### src/design/htf_pkg.sv
// package for the hardware trap flag unit
package htf_pkg;
  localparam logic [31:0] FLAG_OFFSET     = 32'h0000_ffac;
  localparam logic [31:0] LIMIT_OV_OFFSET = 32'h0000_ffb0;
  localparam logic [31:0] LIMIT_UN_OFFSET = 32'h0000_ffb4;
  localparam logic [31:0] STATUS_OFFSET   = 32'h0000_ffb8;
  localparam logic [15:0] FLAG_RESET      = 16'h0000;
  localparam logic [15:0] LIMIT_RESET     = 16'h0000;
  localparam logic [15:0] FLAG_MASK       = 16'he08f;
  localparam int BIT_NMI   = 15;
  localparam int BIT_OVF   = 14;
  localparam int BIT_UNF   = 13;
  localparam int BIT_UNDEF = 7;
  localparam int BIT_PROT  = 3;
  localparam int BIT_ODDOP = 2;
  localparam int BIT_ODDIT = 1;
  localparam int BIT_NOBUS = 0;
  localparam logic [3:0]  PRIO_TRAP = 4'hf;
  localparam logic [1:0]  HTRANS_NONSEQ = 2'b10;
  localparam logic [2:0]  HSIZE_WORD    = 3'b010;
  localparam logic [23:0] VEC_NMI   = 24'h00_0008;
  localparam logic [23:0] VEC_OVF   = 24'h00_0010;
  localparam logic [23:0] VEC_UNF   = 24'h00_0018;
  localparam logic [23:0] VEC_CLSB  = 24'h00_0028;

  typedef enum logic [2:0] {
    ST_RUN  = 3'b001,
    ST_CLSB = 3'b010,
    ST_CLSA = 3'b100
  } htf_state_t;

  // overflow/underflow cause selects pushed pointer
  typedef enum logic [1:0] {
    SPC_IMPLICIT = 2'b00,
    SPC_ARITH    = 2'b01
  } htf_spcause_t;

  typedef struct packed {
    logic        valid;
    logic [15:0] sp_new;
    logic        dec;
    logic        inc;
    htf_spcause_t cause;
  } htf_sp_t;

  typedef struct packed {
    logic        bus_ext;
    logic        bus_defined;
    logic        branch;
    logic [23:0] branch_tgt;
    logic        word_acc;
    logic [23:0] oper_addr;
    logic        prot_bad;
    logic        undef_op;
  } htf_fault_t;

  typedef struct packed {
    logic [23:0] cur;
    logic [23:0] next;
    logic [23:0] next2;
  } htf_ip_t;

  typedef struct packed {
    logic        take;
    logic        class_a;
    logic [23:0] vector;
    logic [23:0] push_ip;
    logic        push_seg;
    logic        repush;
    logic [3:0]  level;
  } htf_entry_t;
endpackage : htf_pkg

### src/design/htf_trap_unit.sv
// hardware trap flag register, ranking and trap entry selection
`timescale 1ns/10ps
module htf_trap_unit
  import htf_pkg::*;
(
  // clock and reset
  input  wire logic        clk_sys_i,
  input  wire logic        rst_i,
  // ahb-lite slave
  input  wire logic        hsel_i,
  input  wire logic [31:0] haddr_i,
  input  wire logic [1:0]  htrans_i,
  input  wire logic        hwrite_i,
  input  wire logic [2:0]  hsize_i,
  input  wire logic [31:0] hwdata_i,
  input  wire logic        hready_i,
  output logic [31:0]      hrdata_o,
  output logic             hreadyout_o,
  output logic             hresp_o,
  // external non-maskable interrupt pin
  input  wire logic        nmi_n_i,
  // core side
  input  wire htf_sp_t     sp_i,
  input  wire htf_fault_t  fault_i,
  input  wire htf_ip_t     ip_i,
  input  wire logic        segmented_i,
  input  wire logic        entry_ack_i,
  input  wire logic        int_return_i,
  output htf_entry_t       entry_o,
  output logic [2:0]       state_o
);

  logic [15:0] trap_flag_register;
  logic [15:0] stack_overflow_limit;
  logic [15:0] stack_underflow_limit;
  logic [2:0]  nmi_sync;
  logic        nmi_level;
  logic [15:0] hw_set;
  logic        odd_target;
  logic        odd_oper;
  logic        ovf_hit;
  logic        unf_hit;
  logic        wr_pend;
  logic        rd_pend;
  logic [31:0] addr_q;
  logic        wr_flags;
  logic [15:0] sw_val;
  htf_state_t  state;
  htf_state_t  next_state;
  logic        outer_b;
  logic        b_deferred;
  logic [23:0] saved_ip;
  logic [23:0] ovf_ip;
  logic [23:0] unf_ip;
  logic        a_pend;
  logic        b_pend;
  htf_entry_t  next_entry;

  // nmi pin through three flops; edge counted when stages two and three agree
  always_ff @(posedge clk_sys_i) begin
    if (rst_i) begin
      nmi_sync <= 3'b111;
    end else begin
      nmi_sync <= {nmi_sync[1:0], nmi_n_i};
    end
  end

  always_ff @(posedge clk_sys_i) begin
    if (rst_i) begin
      nmi_level <= 1'b1;
    end else if (nmi_sync[1] == nmi_sync[2]) begin
      nmi_level <= nmi_sync[2];
    end
  end

  assign odd_target = fault_i.branch & fault_i.branch_tgt[0];
  assign odd_oper   = fault_i.word_acc & fault_i.oper_addr[0];
  assign ovf_hit = sp_i.valid & sp_i.dec
                 & (sp_i.sp_new < stack_overflow_limit);
  assign unf_hit = sp_i.valid & sp_i.inc
                 & (sp_i.sp_new > stack_underflow_limit);

  always_comb begin
    hw_set            = '0;
    hw_set[BIT_NMI]   = nmi_level & (nmi_sync[1] == nmi_sync[2])
                      & ~nmi_sync[2];
    hw_set[BIT_OVF]   = ovf_hit;
    hw_set[BIT_UNF]   = unf_hit;
    hw_set[BIT_UNDEF] = fault_i.undef_op;
    hw_set[BIT_PROT]  = fault_i.prot_bad;
    hw_set[BIT_ODDOP] = odd_oper;
    hw_set[BIT_ODDIT] = odd_target;
    hw_set[BIT_NOBUS] = fault_i.bus_ext & ~fault_i.bus_defined;
  end

  // ahb address phase capture; zero wait states
  always_ff @(posedge clk_sys_i) begin
    if (rst_i) begin
      wr_pend <= 1'b0;
      rd_pend <= 1'b0;
      addr_q  <= '0;
    end else if (hready_i) begin
      wr_pend <= hsel_i & (htrans_i == HTRANS_NONSEQ) & hwrite_i
               & (hsize_i == HSIZE_WORD);
      rd_pend <= hsel_i & (htrans_i == HTRANS_NONSEQ) & ~hwrite_i;
      addr_q  <= haddr_i;
    end
  end

  assign hreadyout_o = 1'b1;
  assign hresp_o     = 1'b0;
  assign wr_flags = wr_pend & (addr_q == FLAG_OFFSET);
  assign sw_val   = hwdata_i[15:0] & FLAG_MASK;

  // flags: sticky, software writes value, hardware set wins
  always_ff @(posedge clk_sys_i) begin
    if (rst_i) begin
      trap_flag_register <= FLAG_RESET;
    end else if (wr_flags) begin
      trap_flag_register <= sw_val | hw_set;
    end else begin
      trap_flag_register <= trap_flag_register | hw_set;
    end
  end

  always_ff @(posedge clk_sys_i) begin
    if (rst_i) begin
      stack_overflow_limit  <= LIMIT_RESET;
      stack_underflow_limit <= LIMIT_RESET;
    end else if (wr_pend) begin
      if (addr_q == LIMIT_OV_OFFSET) begin
        stack_overflow_limit <= hwdata_i[15:0];
      end
      if (addr_q == LIMIT_UN_OFFSET) begin
        stack_underflow_limit <= hwdata_i[15:0];
      end
    end
  end

  always_ff @(posedge clk_sys_i) begin
    if (rst_i) begin
      hrdata_o <= '0;
    end else if (hready_i & hsel_i & (htrans_i == HTRANS_NONSEQ)
                 & ~hwrite_i) begin
      case (haddr_i)
        FLAG_OFFSET:     hrdata_o <= {16'h0000, trap_flag_register};
        LIMIT_OV_OFFSET: hrdata_o <= {16'h0000, stack_overflow_limit};
        LIMIT_UN_OFFSET: hrdata_o <= {16'h0000, stack_underflow_limit};
        STATUS_OFFSET:   hrdata_o <= {29'h0000_0000, state};
        default:         hrdata_o <= '0;
      endcase
    end
  end

  // pending requests come from the flags, so soft-set flags act alike
  assign a_pend = trap_flag_register[BIT_NMI] | trap_flag_register[BIT_OVF]
                | trap_flag_register[BIT_UNF];
  assign b_pend = trap_flag_register[BIT_UNDEF] | trap_flag_register[BIT_PROT]
                | trap_flag_register[BIT_ODDOP]
                | trap_flag_register[BIT_ODDIT]
                | trap_flag_register[BIT_NOBUS];

  // pointers for stack traps
  always_ff @(posedge clk_sys_i) begin
    if (rst_i) begin
      ovf_ip <= '0;
      unf_ip <= '0;
    end else begin
      if (ovf_hit) begin
        ovf_ip <= (sp_i.cause == SPC_ARITH) ? ip_i.next2 : ip_i.next;
      end
      if (unf_hit) begin
        unf_ip <= (sp_i.cause == SPC_ARITH) ? ip_i.next2 : ip_i.next;
      end
    end
  end

  // class B pointer kept for re-push; next pointer stored if raised in class A handler
  always_ff @(posedge clk_sys_i) begin
    if (rst_i) begin
      saved_ip <= '0;
    end else if (state != ST_CLSA) begin
      if (fault_i.undef_op | fault_i.prot_bad) begin
        saved_ip <= ip_i.cur;
      end else if (odd_target) begin
        saved_ip <= fault_i.branch_tgt;
      end else if (|hw_set[BIT_ODDOP:BIT_NOBUS]) begin
        saved_ip <= ip_i.next;
      end
    end else if (|hw_set[BIT_UNDEF:BIT_NOBUS]) begin
      saved_ip <= ip_i.next;
    end
  end

  always_comb begin
    next_entry         = '0;
    next_entry.level   = PRIO_TRAP;
    next_entry.push_seg = segmented_i;
    if (a_pend & (state != ST_CLSA)) begin
      next_entry.take    = 1'b1;
      next_entry.class_a = 1'b1;
      if (trap_flag_register[BIT_NMI]) begin
        next_entry.vector  = VEC_NMI;
        // simultaneous class B fault in run state: its pointer goes on the stack
        next_entry.push_ip = (b_pend & (state == ST_RUN))
                           ? saved_ip : ip_i.next;
      end else if (trap_flag_register[BIT_OVF]) begin
        next_entry.vector  = VEC_OVF;
        next_entry.push_ip = ovf_ip;
      end else begin
        next_entry.vector  = VEC_UNF;
        next_entry.push_ip = unf_ip;
      end
    end else if (b_pend & (state == ST_RUN)) begin
      next_entry.take    = 1'b1;
      next_entry.vector  = VEC_CLSB;
      next_entry.push_ip = saved_ip;
      next_entry.repush  = b_deferred;
    end
  end

  assign entry_o = next_entry;
  assign state_o = state;

  always_comb begin
    next_state = state;
    case (state)
      ST_RUN: begin
        if (entry_ack_i & next_entry.take) begin
          next_state = next_entry.class_a ? ST_CLSA : ST_CLSB;
        end
      end
      ST_CLSB: begin
        if (entry_ack_i & next_entry.take) begin
          next_state = ST_CLSA;
        end else if (int_return_i) begin
          next_state = ST_RUN;
        end
      end
      ST_CLSA: begin
        if (int_return_i) begin
          next_state = outer_b ? ST_CLSB : ST_RUN;
        end
      end
      default: next_state = ST_RUN;
    endcase
  end

  always_ff @(posedge clk_sys_i) begin
    if (rst_i) begin
      state   <= ST_RUN;
      outer_b <= 1'b0;
    end else begin
      state <= next_state;
      if (state == ST_CLSB && next_state == ST_CLSA) begin
        outer_b <= 1'b1;
      end else if (next_state == ST_RUN || state == ST_CLSB) begin
        outer_b <= 1'b0;
      end
    end
  end

  // class B left pending under a class A entry from run: re-push later
  always_ff @(posedge clk_sys_i) begin
    if (rst_i) begin
      b_deferred <= 1'b0;
    end else if (state == ST_RUN && next_state == ST_CLSA) begin
      b_deferred <= b_pend;
    end else if (!b_pend || (state == ST_RUN && next_state == ST_CLSB)) begin
      b_deferred <= 1'b0;
    end
  end

  // assertions
  a_flag_sticky: assert property (@(posedge clk_sys_i) disable iff (rst_i)
    (!wr_flags && $past(!rst_i)) |=> ((trap_flag_register
      & $past(trap_flag_register)) == $past(trap_flag_register)))
    else $error("flag dropped without software write");
  a_hw_set_wins: assert property (@(posedge clk_sys_i) disable iff (rst_i)
    (hw_set[BIT_UNDEF] && wr_flags) |=> trap_flag_register[BIT_UNDEF])
    else $error("hardware set lost to clear");
  a_unused_zero: assert property (@(posedge clk_sys_i) disable iff (rst_i)
    (trap_flag_register & ~FLAG_MASK) == 16'h0000)
    else $error("unused flag bit set");
  a_nobus_flag: assert property (@(posedge clk_sys_i) disable iff (rst_i)
    (fault_i.bus_ext && !fault_i.bus_defined)
      |=> trap_flag_register[BIT_NOBUS])
    else $error("no-bus flag not set");
  a_odd_target: assert property (@(posedge clk_sys_i) disable iff (rst_i)
    odd_target |=> trap_flag_register[BIT_ODDIT])
    else $error("odd target flag not set");
  a_odd_oper: assert property (@(posedge clk_sys_i) disable iff (rst_i)
    odd_oper |=> trap_flag_register[BIT_ODDOP])
    else $error("odd operand flag not set");
  a_prot_flag: assert property (@(posedge clk_sys_i) disable iff (rst_i)
    fault_i.prot_bad |=> trap_flag_register[BIT_PROT])
    else $error("protection flag not set");
  a_ovf_flag: assert property (@(posedge clk_sys_i) disable iff (rst_i)
    ovf_hit |=> trap_flag_register[BIT_OVF])
    else $error("overflow flag not set");
  a_unf_flag: assert property (@(posedge clk_sys_i) disable iff (rst_i)
    unf_hit |=> trap_flag_register[BIT_UNF])
    else $error("underflow flag not set");
  a_nmi_first: assert property (@(posedge clk_sys_i) disable iff (rst_i)
    (entry_o.take && trap_flag_register[BIT_NMI])
      |-> entry_o.vector == VEC_NMI)
    else $error("nmi not served first");
  a_no_b_in_a: assert property (@(posedge clk_sys_i) disable iff (rst_i)
    (state == ST_CLSA) |-> !entry_o.take)
    else $error("trap taken inside class A handler");
  a_a_preempts_b: assert property (@(posedge clk_sys_i) disable iff (rst_i)
    (state == ST_CLSB && a_pend) |-> (entry_o.take && entry_o.class_a))
    else $error("class A did not preempt class B");
  a_level_fifteen: assert property (@(posedge clk_sys_i) disable iff (rst_i)
    entry_o.take |-> entry_o.level == PRIO_TRAP)
    else $error("trap level not fifteen");
  a_b_vector: assert property (@(posedge clk_sys_i) disable iff (rst_i)
    (entry_o.take && !entry_o.class_a) |-> entry_o.vector == VEC_CLSB)
    else $error("class B vector wrong");
  a_nmi_edge: assert property (@(posedge clk_sys_i) disable iff (rst_i)
    hw_set[BIT_NMI] |=> trap_flag_register[BIT_NMI])
    else $error("nmi flag not set");

  c_nmi_entry:  cover property (@(posedge clk_sys_i)
    entry_o.take && entry_o.vector == VEC_NMI);
  c_b_entry:    cover property (@(posedge clk_sys_i)
    entry_o.take && !entry_o.class_a);
  c_preempt:    cover property (@(posedge clk_sys_i)
    state == ST_CLSB ##1 state == ST_CLSA);
  c_repush:     cover property (@(posedge clk_sys_i) entry_o.repush);

endmodule : htf_trap_unit

### config.mk
export PLATFORM = sky130hd
export DESIGN_NAME = htf_trap_unit
export DESIGN_NICKNAME = d
export VERILOG_FILES = /design/src/design/htf_pkg.sv /design/src/design/htf_trap_unit.sv
export SDC_FILE = /design/constraint.sdc
export NUM_CORES = 1
export LEC_CHECK = 0
export BUFFER_PORTS_ARGS = -buffer_cell sky130_fd_sc_hd__buf_2
export CORE_MARGIN = 2
export CORE_UTILIZATION = 50
export DETAILED_ROUTE_END_ITERATION = 8
export PLACE_DENSITY = 0.8
export SYNTH_ARGS = -nofsm -noshare
export SYNTH_HDL_FRONTEND = slang
export SYNTH_SLANG_ARGS = --single-unit
### constraint.sdc
create_clock -name clk_sys_i -period 2.9 [get_ports clk_sys_i]
set_clock_uncertainty 0.1 [all_clocks]
set_input_delay 0.58 -clock clk_sys_i [delete_from_list [all_inputs] [get_ports clk_sys_i]]
set_output_delay 0.58 -clock clk_sys_i [all_outputs]
set_load 0.005 [all_outputs]
### Yosys cells after proc, flatten, opt, wreduce, memory -nomap -nowiden

Cells that the tools add are included.
W data, S select, Z words.

* mux-type cells: 29
* equal/unequal tests: 19
* $lt $le $gt $ge: 2
* reduce and logical (&&, ||, !) cells: 14
* bitwise gates (word level): 31

Operator list (number)
* $eq A32 B16 Y1 const B: 7
* $mux W24: 7
* $pmux W16 S4: 1
* $mux W30: 2
* $or A16 B16 Y16: 2
* $mux W29: 1
* $mux W28: 1
* $and A1 B1 Y1: 19
* $gt A16 B16 Y1: 1
* $lt A16 B16 Y1: 1
* $mux W16: 1
* $mux W3: 5
* $eq A3 B2 Y1 const B: 3
* $mux W1: 9
* $pmux W3 S3: 1
* $or A1 B1 Y1: 7
* $eq A3 B1 Y1 const B: 2
* $eq A3 B3 Y1 const B: 2
* $reduce_and A2 Y1: 3
* $reduce_bool A2 Y1: 3
* $reduce_or A5 Y1: 1
* $ne A4 B2 Y1 const B: 1
* $logic_and A1 B1 Y1: 3
* $ne A3 B3 Y1 const B: 1
* 8 further kinds: 11

* flip-flop bits (word level): 194
* output and inout bits: 93
* logic and storage cells: 109
* input bits: 225

### Depth between registers and ports, before layout

Gate-level depths: netlist of the first run.

* depth in word-level cells: 15
* depth in mapped cells: 10
* depth with buffers taken out: 8

### Least setup slack after synthesis of the first run

Ideal clock, no wire load.

* kind: input port to flip-flop
* start point: input sp_i[10] (netlist bit)
* end point: register ovf_ip[13]
* stages on the path: 9
* path buffers: 2
* arrival time: 2.433 ns
* library setup time: 0.146 ns
* path slack: 0.221 ns
* data required time: 2.654 ns
* cells stage by stage: ha_1 -> and4_1 -> a2111oi_0 -> o21ai_1 -> a311oi_4 -> and2_1 -> buf_4 -> buf_6 -> a211oi_2

* longest elaborated chain between the ends: 2

RTL lines
* from (decl): RTL line htf_trap_unit.sv:23 `input wire htf_sp_t sp_i,`
* $lt A16 B16 Y1: RTL line htf_trap_unit.sv:79 `& (sp_i.sp_new < stack_overflow_limit);`
* $and A1 B1 Y1: RTL line htf_trap_unit.sv:79
* to (signal assigned): RTL line htf_trap_unit.sv:170 `ovf_ip <= (sp_i.cause == SPC_ARITH) ? ip_i.next2 : ip_i.next;`
* to (decl): RTL line htf_trap_unit.sv:53 `logic [23:0] ovf_ip;`

No other way between the ends.
A chain may end at the register's enable or synchronous reset.

==> results by group, run 1 <==
Outcome
  • Status: finished with violations
  • Failing checks: setup timing

Finish
  • Register area: 3410 um^2
  • Commonest non-fill, non-tap cell in the layout: buf_2
  • Fill count: 1585
  • Total Nets Final: 1517
  • Layout cell share with drive strength beyond 1: 27.7%
  • Most frequent cells in the layout: buf_2 (232), dfxtp_1 (166), mux2i_1 (132)
  • Area Growth Syn to Fin: 20.3%
  • Fin area: 11200 um^2
  • Multi-input logic area: 5320 um^2

Global routing
  • Initial antenna violation count: 2
  • Vias in the first global route: 8335
  • First-pass GRT wire length: 43.3 mm
  • Pin count of the biggest net entering global routing: 140
  • Total Routing Usage GR: 27.4%
  • Total global routing overflow: 0

Power and ir drop
  • Final Total Pwr: 5.87 mW
  • PwrDens: 522 nW/um^2
  • Leakage: 4.60 nW
  • IR drop worst, VDD: 0.455 mV

Clock tree
  • CTS Buf Count: 17
  • Clock sinks: 170
  • Maximum clock insertion buffer count: 2
  • CTS tree: built
  • H-tree levels: 4
  • Worst-Skew Late Latency: 0.44 ns
  • Clock slew at reported path FFs: 0.07 ns
  • Clock root cell: clkbuf_16

STA
  • Fmax: 341 MHz
  • Fin worst setup slack: -0.0346 ns
  • RSZ-0062 raised after global routing: true
  • Final setup violation count: 11
  • Final period utilization: 101%
  • Max-slew headroom: 40.5%
  • Crit path time final: 2.93 ns
  • Pin slew with the least headroom to its limit: 0.893 ns
  • Final hold vios: 0
  • Final Max Slew Viols: 0

Min path
  • Worst hold stages: 2
  • HP Class: input pin to flop
  • Hold Path Origin: nmi_n_i
  • Hold EP: nmi_sync[0]

Setup path
  • Worst Path Max Fanout: 17
  • Worst setup EP type: output port
  • Path depth of the worst reg2reg path: 9
  • Reg2reg end: ovf_ip[10]
  • Worst setup SP type: flop
  • R2r startpoint: stack_overflow_limit[6]
  • Worst endpoint required time: 2.22 ns
  • Critical path arrival: 2.25 ns
  • Reg2Reg Setup Slack: 0.20 ns
  • Crit path kind: flop to output port

Yosys
  • Mux cell area share after synthesis: 14.1%
  • Async set or reset register ratio after synthesis: 0%
  • Ys flop type: dfxtp_1
  • Cells after Synth: 1062
  • Yosys synthesis warning count: 0
  • Avg Cell Area, Syn: 8.80 um^2
  • Synth Area in Simple Gates: 13.9%
  • Synth Area in Compound Gates: 22.1%
  • Count of cell types in the netlist: 64
  • Synthesis-stage register bit count: 170
  • Register area share after synthesis: 36.4%
  • Post-synth EDFFs: 0
  • Largest family of logic cells by synthesized area: compound AO/OA/AOI/OAI gates
  • Xor/xnor share of the synthesized area: 0.0937%
  • Post-synthesis adder-cell area fraction: 4.15%
  • Cell Area, Synth: 9350 um^2

Flow run
  • Max-Cap Viols: 0

Routing
  • DRT Pass-1 Iters: 6
  • Vias per Instance: 5.82
  • Routed wire length: 27.3 mm
  • # DRC: 0
  • Detailed-route via count: 8775
  • Post-DRT Antenna Nets: 0
  • Initial drt markers: 789
  • Wire per inst: 18.1 um

Floorplanning
  • I/O pin count: 318
  • Die area: 19800 um^2
  • Die W: 141 um
  • Chip height: 141 um
  • Initial Utilization: 50.5%
  • Core area: 18500 um^2
  • Rows: 50

Place
  • DP Area: 10600 um^2
  • Dpl hpwl: 19.1 mm
  • GPL Wtd Cong: 0.966
  • PortBufs: 233
synth_stat cells, types with 5 or more instances:
cell type  count  area [um^2]
dfxtp_1      170         3400
nor2_1       133          499
mux2i_1      132         1320
a21oi_1       68          340
nand2_1       65          244
clkbuf_1      62          233
buf_4         50          375
o21ai_0       45          225
inv_1         38          143
a211oi_1      31          233
ha_1          31          388
a31oi_1       25          156
a311oi_1      24          210
o22ai_1       24          150
o22a_1        23          201
a211oi_2      19          238
a22oi_1        7         52.6
nand2b_1       7         43.8
nand4_1        7         43.8
buf_1          6         22.5
buf_2          6         30.0
a21o_1         5         37.5
nand3_1        5         25.0
nor3_1         5         25.0
cell families after synthesis:
family,after synthesis
adders and majority gates,31
other,2
DFF,170
AOI/OAI and AO/OA,294
buffers and inverters,166
xor gates and xnor gates,1
and+or+nand+nor,266
muxes,132
sequential cells by signal, indices dropped and copies added (netlist names):
name / count
stack_underflow_limit: 16
state_o: 3
b_deferred: 1
nmi_level: 1
outer_b: 1
nmi_sync: 3
unf_ip: 24
stack_overflow_limit: 16
wr_pend: 1
addr_q: 32
trap_flag_register: 8
ovf_ip: 24
hrdata_o: 16
saved_ip: 24
how the worst max path moves through the flow:
stage	startpoint	endpoint	slack [ns]
floorplan	sp_i[10]	ovf_ip[13]	0.22
global placement	sp_i[10]	ovf_ip[15]	-0.17
detailed placement	sp_i[10]	ovf_ip[10]	-0.19
CTS	trap_flag_register[3]	entry_o[20]	-0.02
global route	trap_flag_register[3]	entry_o[23]	-0.08
finish	trap_flag_register[3]	entry_o[9]	-0.03
metrics by stage:
step | utilization (%) | worst slack (ns) | std cells | setup TNS [ns] | hold WS [ns]
after CTS | 60.6 | -0.0179 | 1506 | -0.0844 | 0.218
after floorplan | - | 0.221 | 1103 | 0 | 0.289
after global routing | 60.7 | -0.0834 | 1509 | -1.26 | 0.218
after detailed placement | 57.2 | -0.194 | 1475 | -4.18 | 0.330
after global placement | 57.2 | -0.168 | 1475 | -4.04 | 0.321
final | 60.7 | -0.0346 | 1509 | -0.183 | 0.231
per-layer routing:
metal | wire [um] | global-route usage [%] | vias to the layer above
met4 | 940 | 11.8 | 0
met1 | 11900 | 37.3 | 4101
met3 | 1950 | 4.72 | 73
met2 | 12500 | 42.9 | 431
met5 | 0 | 0 | -
li1 | - | - | 4170
critical path: stages (launching register included):
cell and delay [ns]:
dfxtp_2 0.34, or4_4 0.55, nor2_4 0.14, or3_4 0.20, buf_12 0.16, a31oi_1 0.10, o21ai_1 0.17, buf_2 0.16
power by group:
part	total, mW	internal (mW)	leakage (nW)	switching (mW)
clock network	2.36	1.37	0.284	0.994
registers	2.50	2.44	1.39	0.0628
logic	1.01	0.427	2.92	0.579
cell type report:
| class | count | area share (%) |
|---|---|---|
| diodes | 2 | 0.0445 |
| clock buffers | 20 | 3.88 |
| clock inverters | 11 | 1.42 |
| inverters | 38 | 1.27 |
| multi-input cells | 767 | 47.3 |
| flip-flops and latches | 170 | 30.3 |
| well taps | 234 | 2.60 |
| repair buffers | 267 | 13.2 |
repair_timing:
item,CTS,global route
cloned,0,1
pin swaps,0,1
buffers inserted,0,0
setup endpoints to repair,26,50
gates resized for setup,13,16
hold buffers,0,0
Note: power is estimated with default switching activity, not from simulation.
==> run 2: changes to the inputs <==
==> constraint.sdc (replaced) <==
create_clock -name clk_sys_i -period 2.7 [get_ports clk_sys_i]
set_clock_uncertainty 0.1 [all_clocks]
set_input_delay 0.54 -clock clk_sys_i [delete_from_list [all_inputs] [get_ports clk_sys_i]]
set_output_delay 0.54 -clock clk_sys_i [all_outputs]
set_load 0.005 [all_outputs]
==> run 2 against run 1 <==
The flow still finishes with violations (setup timing). Core utilization increased by 1.6 points. Final cell count is 0.80% higher. Die area unchanged. Non-clock buffer count increased by 13. Register-to-register slack about the same. Total power increased by 7.5%. Critical path depth did not move. Hold slack worse by 0.027 ns. Setup slack lost 0.19 ns. Largest cell class unchanged.
==> results by group, run 2 (synthesis gave the netlist of run 1 again) <==
Outcome
  • Status: finished with violations (unchanged)
  • Failing checks: setup timing (unchanged)

Finish
  • Fill count: 1568 (was 1585)
  • Total Nets Final: 1530 (was 1517)
  • Most flops, register: addr_q (unchanged)
  • Commonest non-fill, non-tap cell in the layout: buf_2 (unchanged)
  • Fin util: 62.3% (was 60.7%)
  • Area Growth Syn to Fin: 23.5% (was 20.3%)
  • Fin area: 11500 um^2 (was 11200 um^2)
  • Most frequent cells in the layout: buf_2 (232), dfxtp_1 (164), mux2i_1 (132) (was buf_2 (232), dfxtp_1 (166), mux2i_1 (132))
  • Largest register FFs: 32 (unchanged)
  • Layout cell share with drive strength beyond 1: 29.9% (was 27.7%)

Place
  • DP Area: 10700 um^2 (was 10600 um^2)
  • GPL Wtd Cong: 0.984 (was 0.966)
  • PortBufs: 233 (unchanged)
  • Dpl hpwl: 19.2 mm (was 19.1 mm)

Floorplanning
  • Rows: 50 (unchanged)
  • Die W: 141 um (unchanged)
  • I/O pin count: 318 (unchanged)
  • Core area: 18500 um^2 (unchanged)
  • Chip height: 141 um (unchanged)
  • Initial Utilization: 50.5% (unchanged)
  • Die area: 19800 um^2 (unchanged)

Power and ir drop
  • Switching share of total power: 28.9% (was 27.8%)
  • Leakage: 4.71 nW (was 4.60 nW)
  • Int Pwr: 4.49 mW (was 4.24 mW)
  • Clock network power share: 38.8% (was 40.2%)
  • PwrDens: 547 nW/um^2 (was 522 nW/um^2)
  • IR drop worst, VDD: 0.459 mV (was 0.455 mV)
  • Switch Pwr: 1.83 mW (was 1.64 mW)
  • Sequential share of power: 42.6% (about the same)
  • Logic pwr share: 18.6% (was 17.1%)
  • Final Total Pwr: 6.32 mW (was 5.87 mW)

Global routing
  • Pin count of the biggest net entering global routing: 87 (was 140)
  • Vias in the first global route: 8295 (was 8335)
  • Initial antenna violation count: 2 (unchanged)
  • First-pass GRT wire length: 42.8 mm (was 43.3 mm)
  • Total Routing Usage GR: 26.7% (was 27.4%)
  • Total global routing overflow: 0 (unchanged)

Clock tree
  • Clock sinks: 170 (unchanged)
  • Clock slew at reported path FFs: 0.07 ns (about the same)
  • CTS tree: built (unchanged)
  • Clock root cell: clkbuf_16 (unchanged)
  • Maximum clock insertion buffer count: 2 (unchanged)
  • H-tree levels: 4 (unchanged)
  • CTS Buf Count: 17 (unchanged)
  • Worst-Skew Late Latency: 0.43 ns (was 0.44 ns)

STA
  • Fin worst setup slack: -0.224 ns (was -0.0346 ns)
  • Fmax: 342 MHz
  • Final hold vios: 0 (unchanged)
  • Final Max Slew Viols: 0 (unchanged)
  • Final setup violation count: 27 (was 11)
  • Hold Worst Slack: 0.205 ns (was 0.231 ns)
  • Pin slew with the least headroom to its limit: 1.23 ns (was 0.893 ns)
  • RSZ-0062 raised after global routing: true (unchanged)
  • Final period utilization: 108%
  • Crit path time final: 2.92 ns
  • Max-slew headroom: 17.9% (was 40.5%)

Setup path
  • Worst setup EP type: output port (unchanged)
  • Worst Path Max Fanout: 6 (was 17)
  • Reg2Reg Setup Slack: 0.19 ns (was 0.20 ns)
  • Worst setup SP type: flop (unchanged)
  • Critical path arrival: 2.28 ns (was 2.25 ns)
  • Path depth of the worst reg2reg path: 9 (unchanged)
  • R2r startpoint: stack_overflow_limit[6] (unchanged)
  • Worst endpoint required time: 2.06 ns (was 2.22 ns)
  • Crit path kind: flop to output port (unchanged)
  • Reg2reg end: ovf_ip[11] (was ovf_ip[10])

Routing
  • # DRC: 0 (unchanged)
  • Post-DRT Antenna Nets: 0 (unchanged)
  • Detailed-route via count: 8828 (was 8775)
  • Routed wire length: 27.7 mm (was 27.3 mm)
  • Wire per inst: 18.2 um (was 18.1 um)
  • DRT Pass-1 Iters: 5 (was 6)
  • Vias per Instance: 5.80 (was 5.82)
  • Initial drt markers: 762 (was 789)

Flow run
  • Max-Cap Viols: 0 (unchanged)

Min path
  • HP Class: input pin to flop (unchanged)
  • Worst hold stages: 2 (unchanged)
  • Hold Path Origin: nmi_n_i (unchanged)
  • Hold EP: nmi_sync[0] (unchanged)
## run 2: worst max-delay path by stage
stage	cells after the start	end	slack, ns	start
2_1_floorplan	9	ovf_ip[13]	0.06	sp_i[10]
3_3_place_gp	9	ovf_ip[6]	-0.28	sp_i[9]
3_5_place_dp	9	ovf_ip[23]	-0.35	sp_i[9]
4_1_cts	7	entry_o[14]	-0.18	trap_flag_register[3]
5_1_grt	7	entry_o[26]	-0.27	trap_flag_register[7]
6_report	7	entry_o[15]	-0.22	trap_flag_register[7]
## run 2: power groups by stage
| stage | Combinational (mW) | Sequential [mW] | Clock, mW |
|---|---|---|---|
| after floorplan | 0.641 | 2.72 | 0 |
| after global placement | 1.02 | 2.74 | 0 |
| after detailed placement | 1.04 | 2.74 | 0 |
| after CTS | 1.07 | 2.69 | 2.47 |
| after global routing | 1.27 | 2.70 | 2.56 |
| final | 1.17 | 2.69 | 2.45 |
## run 2: cell type report
class	count	area, um^2	share of cell area, %
well taps	234	293	2.54
clock buffers	19	453	3.93
diodes	1	2.50	0.0217
flip-flops and latches	170	3410	29.6
multi-input cells	767	5430	47.0
inverters	38	143	1.24
repair buffers	280	1680	14.5
clock inverters	12	133	1.15
## run 2: routing by layer
layer | up-vias | part of all wire, % | global-route usage [%]
met4 | 0 | 2.2 | 8.68
met5 | - | 0 | 0
met1 | 4187 | 44 | 35.4
met3 | 44 | 7.1 | 6.62
li1 | 4211 | - | -
met2 | 386 | 47 | 43.0
## run 2: through the flow
step	TNS, ns	setup WS (ns)	instances
final	-4.58	-0.224	1521
after global routing	-6.27	-0.267	1521
after CTS	-2.97	-0.180	1515
after detailed placement	-7.64	-0.354	1482
after global placement	-6.80	-0.279	1482
after floorplan	0	0.0606	1103
## run 2: worst max-delay path: stages (launching register included)
cell and delay [ns]:
dfxtp_2 0.32, or4_4 0.54, nor2_4 0.15, or3_4 0.24, clkbuf_16 0.18, a31oi_1 0.08
o21ai_1 0.19, buf_2 0.14
## run 2: repair_timing
item	CTS	global route
pin swaps	5	16
gates resized for setup	18	38
hold buffers	0	0
gates cloned	0	2
setup buffers	2	3
setup endpoints to repair	51	53
==> run 3: changes to the inputs <==
==> config.mk (replaced) <==
export PLATFORM = sky130hd
export DESIGN_NAME = htf_trap_unit
export DESIGN_NICKNAME = d
export VERILOG_FILES = /design/src/design/htf_pkg.sv /design/src/design/htf_trap_unit.sv
export SDC_FILE = /design/constraint.sdc
export NUM_CORES = 1
export LEC_CHECK = 0
export BUFFER_PORTS_ARGS = -buffer_cell sky130_fd_sc_hd__buf_4
export CORE_MARGIN = 2
export CORE_UTILIZATION = 31
export DETAILED_ROUTE_END_ITERATION = 8
export SYNTH_ARGS = -nofsm -noshare
export SYNTH_HDL_FRONTEND = slang
export SYNTH_SLANG_ARGS = --single-unit
==> run 3 against run 2 <==
The run still ends with setup timing left. Sequential power about the same. Non-clock buffer count increased by 14. Total power increased by 2.5%. Critical path depth unchanged. Die area increased by 59%. Clock power increased by 2%. Design area increased by 7.2%. Hold slack got worse by 0.0093 ns. Register-to-register slack got worse by 0.04 ns. Setup slack got worse by 0.0086 ns. Clock-buffer cell count decreased by 1. Highest routed layer unchanged.
==> results by group, run 3 (synthesis gave the netlist of run 1 again) <==
Setup path
  • Critical path cell sequence: or4_4 > nor2_4 > or3_4 > buf_6 > a31oi_1 > o21ai_1 > buf_4 (was or4_4 > nor2_4 > or3_4 > clkbuf_16 > a31oi_1 > o21ai_1 > buf_2)
  • Slowest library cell on the worst path: or4_4 (unchanged)
  • CP delay by family, top: simple AND/OR/NAND/NOR gates (unchanged)
  • Worst setup SP type: flop (unchanged)
  • R2r startpoint: stack_overflow_limit[5] (was stack_overflow_limit[6])
  • Bufs and invs on worst path: 2 (unchanged)
  • Worst endpoint required time: 2.06 ns (about the same)
  • Path depth of the worst reg2reg path: 10 (was 9)
  • Reg2Reg Setup Slack: 0.15 ns (was 0.19 ns)
  • Critical path's largest stage delay: 0.54 ns (about the same)
  • Worst Path Max Fanout: 11 (was 6)
  • Reg2reg end: ovf_ip[4] (was ovf_ip[11])
  • Crit path kind: flop to output port (unchanged)
  • Worst setup EP type: output port (unchanged)
  • Critical path arrival: 2.29 ns (was 2.28 ns)

Routing
  • Detailed-route via count: 8594 (was 8828)
  • Initial drt markers: 569 (was 762)
  • Post-DRT Antenna Nets: 0 (unchanged)
  • DRT Pass-1 Iters: 5 (unchanged)
  • Routed wire length: 30.2 mm (was 27.7 mm)
  • # DRC: 0 (unchanged)
  • Vias per Instance: 5.08 (was 5.80)
  • Wire per inst: 17.9 um (was 18.2 um)

Place
  • GPL Wtd Cong: 0.880 (was 0.984)
  • Worst slack, placed: -0.230 ns (was -0.354 ns)
  • Dpl hpwl: 21.6 mm (was 19.2 mm)
  • PortBufs: 233 (unchanged)

Finish
  • Fin util: 41.7% (was 62.3%)
  • Most flops, register: addr_q (unchanged)
  • Most frequent cells in the layout: buf_4 (275), dfxtp_1 (163), mux2i_1 (132) (was buf_2 (232), dfxtp_1 (164), mux2i_1 (132))
  • Commonest non-fill, non-tap cell in the layout: buf_4 (was buf_2)
  • Largest register FFs: 32 (unchanged)
  • Total Nets Final: 1544 (was 1530)
  • Fill count: 2995 (was 1568)
  • Layout cell share with drive strength beyond 1: 30.0% (was 29.9%)
  • Area Growth Syn to Fin: 32.4% (was 23.5%)

Clock tree
  • Maximum clock insertion buffer count: 2 (unchanged)
  • Worst-Skew Late Latency: 0.44 ns (was 0.43 ns)
  • CTS tree: built (unchanged)
  • Clock root cell: clkbuf_16 (unchanged)
  • Clock sinks: 170 (unchanged)
  • Clock slew at reported path FFs: 0.08 ns (was 0.07 ns)
  • CTS Buf Count: 17 (unchanged)
  • H-tree levels: 4 (unchanged)

Global routing
  • Pin count of the biggest net entering global routing: 101 (was 87)
  • Total global routing overflow: 0 (unchanged)
  • M2 GR Usage: 29.9% (was 43.0%)
  • First-pass GRT wire length: 46.2 mm (was 42.8 mm)
  • Grt met3 use: 3.00% (was 6.62%)
  • Initial antenna violation count: 1 (was 2)
  • Grt peak-use layer: met2 (unchanged)
  • M1 GR Usage: 25.2% (was 35.4%)
  • Vias in the first global route: 8390 (was 8295)
  • Total Routing Usage GR: 18.7% (was 26.7%)

STA
  • TNS Setup: -3.85 ns (was -4.58 ns)
  • Fmax: 341 MHz (was 342 MHz)
  • Final setup violation count: 26 (was 27)
  • Final period utilization: 109% (was 108%)
  • Final Max Slew Viols: 0 (unchanged)
  • Pin slew with the least headroom to its limit: 1.11 ns (was 1.23 ns)
  • Fin worst setup slack: -0.233 ns (was -0.224 ns)
  • Final hold vios: 0 (unchanged)
  • Max-slew headroom: 26.1% (was 17.9%)
  • Crit path time final: 2.93 ns (was 2.92 ns)
  • RSZ-0062 raised after global routing: true (unchanged)
  • Hold Worst Slack: 0.195 ns (was 0.205 ns)

Power and ir drop
  • Leakage: 4.95 nW (was 4.71 nW)
  • IR drop worst, VDD: 0.360 mV (was 0.459 mV)
  • PwrDens: 523 nW/um^2 (was 547 nW/um^2)

Min path
  • HP Class: input pin to flop (unchanged)
  • Worst hold stages: 2 (unchanged)
  • Hold EP: nmi_sync[0] (unchanged)
  • Hold Path Origin: nmi_n_i (unchanged)

Floorplanning
  • Die area: 31600 um^2 (was 19800 um^2)
  • Rows: 63 (was 50)
  • I/O pin count: 318 (unchanged)
  • Core area: 29600 um^2 (was 18500 um^2)
  • Initial Utilization: 31.5% (was 50.5%)
  • Chip height: 178 um (was 141 um)
  • Die W: 178 um (was 141 um)

Outcome
  • Status: finished with violations (unchanged)
  • Failing checks: setup timing (unchanged)

Flow run
  • Max-Cap Viols: 0 (unchanged)
## run 3: area by class of cell
| class | instances | area, um^2 | share of cell area, % |
|---|---|---|---|
| multi-input cells | 767 | 5340 | 43.2 |
| inverters | 38 | 143 | 1.15 |
| repair buffers | 294 | 2380 | 19.2 |
| flip-flops and latches | 170 | 3410 | 27.6 |
| diodes | 1 | 2.50 | 0.0202 |
| clock inverters | 14 | 171 | 1.39 |
| clock buffers | 18 | 439 | 3.55 |
| well taps | 390 | 488 | 3.94 |
## run 3: how the worst max path moves through the flow
stage                     startpoint          end  slack, ns  cells after the start
5_1_grt        trap_flag_register[1]  entry_o[21]      -0.29                      8
2_1_floorplan               sp_i[10]   ovf_ip[13]       0.06                      9
6_report       trap_flag_register[1]  entry_o[10]      -0.23                      7
4_1_cts        trap_flag_register[1]  entry_o[29]      -0.22                      8
3_5_place_dp                 sp_i[9]    ovf_ip[1]      -0.23                      9
3_3_place_gp                 sp_i[9]    ovf_ip[0]      -0.27                      9
## run 3: metrics by stage
stage | total power [mW] | instances | area, um^2
after CTS | 6.49 | 1687 | 12300
final | 6.47 | 1692 | 12400
after global routing | 6.75 | 1692 | 12400
after global placement | 3.93 | 1653 | 11600
after floorplan | 3.36 | 1103 | 9500
after detailed placement | 3.94 | 1653 | 11600
## run 3: repair_timing
action / in CTS / in global routing
gates cloned: 0 / 2
hold endpoints to repair: 0 / 0
gates resized for setup: 27 / 23
buffers inserted: 3 / 2
pin swaps: 11 / 8
hold buffers: 0 / 0
setup endpoints to repair: 28 / 52
## run 3: power by group
group          switching, mW  internal [mW]
clock network           1.22           1.28
logic                  0.660          0.624
registers             0.0611           2.62
## run 3: per-layer routing
metal  share of wire [%]  up-vias
met5                   0        -
met4                 2.8        0
met3                 5.0       52
met2                  46      289
met1                  46     4019
li1                    -     4234
